[src/zcb_defines.svh]
`ifndef ZCB_DEFINES_SVH
`define ZCB_DEFINES_SVH

// ----------------------------------------
// instruction word fields (bit 31 is msb)
// ----------------------------------------
`define ZCB_OP_MSB 31
`define ZCB_OP_LSB 26
`define ZCB_D_BIT 25
`define ZCB_CC_MSB 24
`define ZCB_CC_LSB 21
`define ZCB_IMM_MSB 15
`define ZCB_IMM_LSB 0

// ----------------------------------------
// opcodes and condition codes
// ----------------------------------------
`define ZCB_OP_REG 6'h27
`define ZCB_OP_IMM 6'h2F
`define ZCB_CC_EQ 4'h0
`define ZCB_CC_LE 4'h3
`define ZCB_CC_GT 4'h4
`define ZCB_CC_GE 4'h5

// ----------------------------------------
// reset values, steps and cycle costs
// ----------------------------------------
`define ZCB_PC_RESET 32'h0000_0000
`define ZCB_PC_STEP 32'h0000_0004
`define ZCB_LAT_NOT_TAKEN 2'h1
`define ZCB_LAT_DELAYED 2'h2
`define ZCB_LAT_PLAIN 2'h3

`endif

[src/zcb_pkg.sv]
`default_nettype none

package zcb_pkg;

   // ----------------------------------------
   // state machine
   // ----------------------------------------
   typedef enum logic [1:0]
   {
      zcb_idle,
      zcb_slot,
      zcb_flush
   } zcb_state_t;

   // ----------------------------------------
   // complete register state of the unit
   // ----------------------------------------
   typedef struct packed
   {
      zcb_state_t state;
      logic [1:0] cnt;
      logic [31:0] target;
      logic [31:0] pc;
      logic pc_load;
      logic taken;
      logic slot_en;
      logic squash;
      logic busy;
      logic done;
      logic bad_op;
   } zcb_regs_t;

endpackage : zcb_pkg

`default_nettype wire

[src/zcb_branch_unit.sv]
`include "zcb_defines.svh"
`default_nettype none

module zcb_branch_unit
(
   // clock and reset
   input wire logic mclk,
   input wire logic rst,

   // instruction issue
   input wire logic issue_valid,
   input wire logic [31:0] instr_word,
   input wire logic [31:0] pc_current,

   // operand values from the register file
   input wire logic [31:0] source_register_a,
   input wire logic [31:0] offset_register,

   // immediate prefix seen just before this instruction
   input wire logic prefix_valid,
   input wire logic [15:0] prefix_high,

   // program counter update
   output logic pc_load,
   output logic [31:0] pc_value,

   // pipeline control
   output logic busy,
   output logic slot_en,
   output logic squash,
   output logic done,
   output logic taken,
   output logic bad_op
);

   // ----------------------------------------
   // state registers
   // ----------------------------------------
   zcb_pkg::zcb_regs_t state_reg;
   zcb_pkg::zcb_regs_t state_next;

   // ----------------------------------------
   // decode helpers
   // ----------------------------------------
   logic [5:0] op_field;
   logic [3:0] cc_field;
   logic [15:0] imm_field;
   logic wait_slot_flag;
   logic is_reg_form;
   logic is_imm_form;
   logic cc_known;
   logic cond_true;
   logic [31:0] offset_literal;
   logic [31:0] offset_sel;
   logic accept;

   // signed test of one operand against zero
   function automatic logic zcb_cond
   (
      input logic [3:0] cc,
      input logic [31:0] val
   );
      logic is_zero;
      logic is_neg;
      is_zero = (val == 32'h0000_0000);
      is_neg = val[31];
      zcb_cond = 1'b0;
      unique case (cc)
         `ZCB_CC_EQ: zcb_cond = is_zero;
         `ZCB_CC_GE: zcb_cond = !is_neg;
         `ZCB_CC_GT: zcb_cond = !is_neg && !is_zero;
         `ZCB_CC_LE: zcb_cond = is_neg || is_zero;
         default: zcb_cond = 1'b0;
      endcase
   endfunction : zcb_cond

   // ----------------------------------------
   // field extraction and offset choice
   // ----------------------------------------
   always_comb
   begin
      op_field = instr_word[`ZCB_OP_MSB:`ZCB_OP_LSB];
      cc_field = instr_word[`ZCB_CC_MSB:`ZCB_CC_LSB];
      imm_field = instr_word[`ZCB_IMM_MSB:`ZCB_IMM_LSB];
      wait_slot_flag = instr_word[`ZCB_D_BIT];
      is_reg_form = (op_field == `ZCB_OP_REG);
      is_imm_form = (op_field == `ZCB_OP_IMM);
      cc_known = (cc_field == `ZCB_CC_EQ) || (cc_field == `ZCB_CC_GE) ||
                 (cc_field == `ZCB_CC_GT) || (cc_field == `ZCB_CC_LE);
      cond_true = zcb_cond(cc_field, source_register_a);
      if (prefix_valid)
      begin
         offset_literal = {prefix_high, imm_field};
      end
      else
      begin
         offset_literal = {{16{imm_field[15]}}, imm_field};
      end
      if (is_reg_form)
      begin
         offset_sel = offset_register;
      end
      else
      begin
         offset_sel = offset_literal;
      end
      accept = issue_valid && (state_reg.state == zcb_pkg::zcb_idle);
   end

   // ----------------------------------------
   // next state
   // ----------------------------------------
   always_comb
   begin
      state_next = state_reg;
      state_next.pc_load = 1'b0;
      state_next.done = 1'b0;
      state_next.slot_en = 1'b0;
      state_next.squash = 1'b0;
      state_next.bad_op = 1'b0;
      unique case (state_reg.state)
         zcb_pkg::zcb_idle:
         begin
            state_next.busy = 1'b0;
            if (accept)
            begin
               if (!(is_reg_form || is_imm_form) || !cc_known)
               begin
                  state_next.bad_op = 1'b1;
               end
               else if (!cond_true)
               begin
                  // sequential flow, only pc moves
                  state_next.pc = pc_current + `ZCB_PC_STEP;
                  state_next.pc_load = 1'b1;
                  state_next.done = 1'b1;
                  state_next.taken = 1'b0;
               end
               else if (wait_slot_flag)
               begin
                  state_next.target = pc_current + offset_sel;
                  state_next.state = zcb_pkg::zcb_slot;
                  state_next.cnt = `ZCB_LAT_DELAYED - 2'h1;
                  state_next.busy = 1'b1;
                  state_next.slot_en = 1'b1;
                  state_next.taken = 1'b0;
               end
               else
               begin
                  state_next.target = pc_current + offset_sel;
                  state_next.state = zcb_pkg::zcb_flush;
                  state_next.cnt = `ZCB_LAT_PLAIN - 2'h1;
                  state_next.busy = 1'b1;
                  state_next.squash = 1'b1;
                  state_next.taken = 1'b0;
               end
            end
         end
         zcb_pkg::zcb_slot,
         zcb_pkg::zcb_flush:
         begin
            if (state_reg.cnt == 2'h1)
            begin
               state_next.pc = state_reg.target;
               state_next.pc_load = 1'b1;
               state_next.done = 1'b1;
               state_next.taken = 1'b1;
               state_next.busy = 1'b0;
               state_next.cnt = 2'h0;
               state_next.state = zcb_pkg::zcb_idle;
            end
            else
            begin
               state_next.cnt = state_reg.cnt - 2'h1;
            end
         end
         default:
         begin
            state_next.state = zcb_pkg::zcb_idle;
            state_next.busy = 1'b0;
         end
      endcase
   end

   // ----------------------------------------
   // state register
   // ----------------------------------------
   always_ff @(posedge mclk or posedge rst)
   begin
      if (rst)
      begin
         state_reg <= '{state: zcb_pkg::zcb_idle, cnt: 2'h0, target: `ZCB_PC_RESET,
                        pc: `ZCB_PC_RESET, pc_load: 1'b0, taken: 1'b0, slot_en: 1'b0,
                        squash: 1'b0, busy: 1'b0, done: 1'b0, bad_op: 1'b0};
      end
      else
      begin
         state_reg <= state_next;
      end
   end

   // ----------------------------------------
   // outputs straight from the state register
   // ----------------------------------------
   assign pc_load = state_reg.pc_load;
   assign pc_value = state_reg.pc;
   assign busy = state_reg.busy;
   assign slot_en = state_reg.slot_en;
   assign squash = state_reg.squash;
   assign done = state_reg.done;
   assign taken = state_reg.taken;
   assign bad_op = state_reg.bad_op;

endmodule : zcb_branch_unit

`default_nettype wire

[config.mk]
export PLATFORM = sky130hd
export DESIGN_NAME = zcb_branch_unit
export DESIGN_NICKNAME = d
export VERILOG_FILES = /design/src/zcb_pkg.sv /design/src/zcb_branch_unit.sv
export VERILOG_INCLUDE_DIRS = /design/src
export SDC_FILE = /design/constraint.sdc
export NUM_CORES = 1
export LEC_CHECK = 0
export ABC_AREA = 0
export ABC_CLOCK_PERIOD_IN_PS = 5100
export BUFFER_PORTS_ARGS = -buffer_cell sky130_fd_sc_hd__buf_2
export CORE_ASPECT_RATIO = 0.6
export CORE_MARGIN = 2
export CORE_UTILIZATION = 57
export CTS_BUF_LIST = sky130_fd_sc_hd__clkbuf_16
export DETAILED_ROUTE_END_ITERATION = 6
export PLACE_DENSITY = 0.85
export RECOVER_POWER = 25
export SLEW_MARGIN = 20
export SYNTH_ARGS = -nofsm -noshare
export SYNTH_HDL_FRONTEND = slang
export SYNTH_SLANG_ARGS = --single-unit
[constraint.sdc]
create_clock -name mclk -period 5.1 [get_ports mclk]
set_input_delay 0.765 -clock mclk [delete_from_list [all_inputs] [get_ports mclk]]
set_output_delay 0.765 -clock mclk [all_outputs]
set_load 0.1 [all_outputs]
==> impl_metrics.yaml <==
outcome:
  status: "finished with violations"
  failed_checks: "max-capacitance violations, max-slew violations"
detailed_routing:
  wl_per_cell_um: 16.1
  num_vias: 5711
  drt_first_pass_iters: 5
  drc_errors: 0
  routed_wl_mm: 16.1
  vias_per_cell: 5.69
  drt.antenna.violating_nets: 0
  drt_iter0_drc: 418
floorplanning:
  die_y_um: 83.8
  design.die.area_um2: 11500
  core_area_um2: 10500
  die_width_um: 137
  rows: 29
  initial_utilization_pct: 57.9
  io_pins: 187
job:
  drv_cap: 1
synthesis:
  synth_fp_nets: 920
  synth-seq-area-share_pct: 30.6
  synthFlopType: "dfrtp_1"
  syn_avg_cell_area_um2: 8.25
  synth_edf_count: 0
  synthCells: 733
  async_reset_ff_share_pct: 100
  netlist_area_um2: 6050
  ys.warnings.count: 0
  synth-seq-cells: 74
  ys_types: 55
timing:
  fin_crit_sh_pct: 81.8
  slew_viol_final: 40
  fmax_ghz: 0.240
  fin_tns_setup_ns: 0
  period_minus_slack_ns: 4.17
  setup_violations: 0
  holdWs_ns: 0.480
  finalWorstSetupSlack_ns: 0.928
  fin_skew_ns: 0.00549
  rsz0062_at_grt: "false"
  worst_pin_slew_ns: 2.06
  relSlewSlack_pct: -37.3
  hold_violations: 0
placed_design:
  numPortBuffers: 181
  dp_hpwl_mm: 12.5
  gp_congestion: 0.915
  dp_slack_ns: 0.603
cts:
  cts_tree: "yes"
  post_cts_buffers: 0
  hold_buffers: 0
  clock_latency_ns: 0.32
  numCtsBuffers: 9
  cts_sinks: 74
  clk_pin_slew_ns: 0.06
  cts_buffer_depth: 2
  ctsResizeCount: 0
  htree_levels: 3
  cts-root-buf: "clkbuf_16"
grt:
  grt_pass1_wl_mm: 25.8
  grt_max_degree: 65
  grt-ovfl-total: 0
  track_usage_pct: 28.3
  antenna_found_initial: 0
  grt_pass1_vias: 5206
setup_path:
  arrival_ns: 4.36
  reg2reg_from: "state_reg[74]"
  startpoint_type: "input pin"
  crit_fanout: 6
  cp-end-kind: "register"
  worstSetupPathType: "input pin to register"
  regToRegSetupSlack_ns: 2.76
  required_ns: 5.29
  reg2reg_to: "pc_value[24]"
  worstRegToRegCells: 8
min_path:
  min-delay-start: "pc_value[13]"
  worst_hold_path_type: "register to register"
  hold_end: "pc_value[13]"
  whs_path_depth: 2
finish:
  utilization_pct: 67.3
  largest_reg_flops: 36
  fillers: 890
  nNetsFinal: 1046
  drive_gt1_share_pct: 26.0
  diodes: 0
  syn_to_final_growth_pct: 16.4
power:
  p_per_area_nw_per_um2: 235
  ir_worst_vdd_mv: 0.199
  p_leak_uw: 0.00329
per-stage QoR:
| stage | total power [uW] | std cells | instance area (um2) |
|---|---|---|---|
| 6_report | 1660 | 1003 | 7040 |
| 5_1_grt | 1740 | 1003 | 7040 |
| 4_1_cts | 1660 | 1003 | 7050 |
| 3_5_place_dp | 1010 | 987 | 6740 |
| 3_3_place_gp | 999 | 987 | 6740 |
| 2_1_floorplan | 870 | 733 | 6050 |
cell usage after synthesis (all sizes together) (4+ instances only):
cell,count,area [um2]
o211ai,5,37.5
nand4,16,115
a21o,13,98.9
xor2,22,193
nor4,9,71.3
and2,4,25.0
buf,44,349
and4,4,35.0
dfrtp,74,1850
inv,13,48.8
a21oi,46,230
mux2,18,203
clkbuf,28,105
ha,38,475
nor3b,5,37.5
and3,6,37.5
mux2i,4,40.0
nand2b,7,43.8
nand2,114,428
nor3,8,40.0
a211oi,4,30.0
a22oi,31,233
nand3,20,100
xnor2,36,315
nor2,30,113
o21ai,100,500
nor2b,10,62.6
where the power goes:
| group | total [uW] | switching (uW) | internal, uW |
|---|---|---|---|
| sequential | 598 | 3.76 | 594 |
| clock | 653 | 230 | 423 |
| combinational | 405 | 232 | 173 |
| total | 1660 | 466 | 1190 |
worst max-delay path, cell delays in order:
cell and delay (ns):
buf_2 0.08, nand4_1 0.14, nor3_2 0.53, mux2_2 0.44, ha_1 0.31, a211oi_1 0.29, o21ai_1 0.18, o2111ai_1 0.39
a22oi_1 0.27, a211oi_1 0.38, o21ai_0 0.20, xnor2_1 0.28, o21ai_1 0.09
layer usage:
layer	global-route usage [%]	vias up	part of all wire (%)
li1	-	2834	-
met1	42.3	2590	47
met2	43.8	277	43
met3	4.43	10	8.8
met4	5.06	0	0.96
met5	0	-	0
how the worst max path moves through the flow:
stage | start | end | slack (ns) | cells after the start
floorplan | instr_word[27] | state_reg[69] | 0.87 | 16
global placement | instr_word[27] | state_reg[68] | 0.67 | 13
detailed placement | instr_word[27] | state_reg[70] | 0.60 | 14
CTS | instr_word[27] | state_reg[70] | 0.93 | 14
global route | instr_word[27] | state_reg[70] | 0.62 | 14
finish | instr_word[27] | state_reg[68] | 0.93 | 13
cells in the final DEF (no fill, tap or decap), types with 3 or more instances in the layout:
master	n
nor2_1	28
o211ai_1	5
a21oi_1	46
buf_4	4
clkbuf_16	9
o31ai_1	3
nor2b_1	10
xor2_1	22
and4_1	4
a22oi_1	31
and3_1	6
o21ai_1	66
mux2_2	17
xnor2_1	36
a211oi_1	4
inv_1	14
nand4_1	15
mux2i_1	4
dfrtp_1	74
and2_1	4
nor4_1	9
nand3_1	20
nand2_1	114
nor3b_1	5
a21o_1	12
o21ai_0	34
ha_1	38
buf_2	180
nand2b_1	7
nor3_1	7
cell type report:
cell class / instances / area (um2) / area share (%)
inverters: 13 / 48.8 / 0.693
clock buffers: 9 / 225 / 3.20
multi-input cells: 574 / 3690 / 52.5
well taps: 139 / 174 / 2.47
repair buffers: 187 / 958 / 13.6
flip-flops and latches: 74 / 1850 / 26.3
clock inverters: 7 / 85.1 / 1.21
cells by family (layout without fill, tap and decap cells):
logic type | count (synthesis) | after routing | share of synthesized area [%]
AOI/OAI and AO/OA | 219 | 219 | 21.7
buffers and inverters | 85 | 216 | 8.32
adders and majority gates | 39 | 39 | 8.19
DFF | 74 | 74 | 30.6
xor gates and xnor gates | 58 | 58 | 8.40
and+or+nand+nor | 236 | 236 | 18.8
muxes | 22 | 22 | 4.01
No activity file was read; power rests on OpenSTA's default activity.
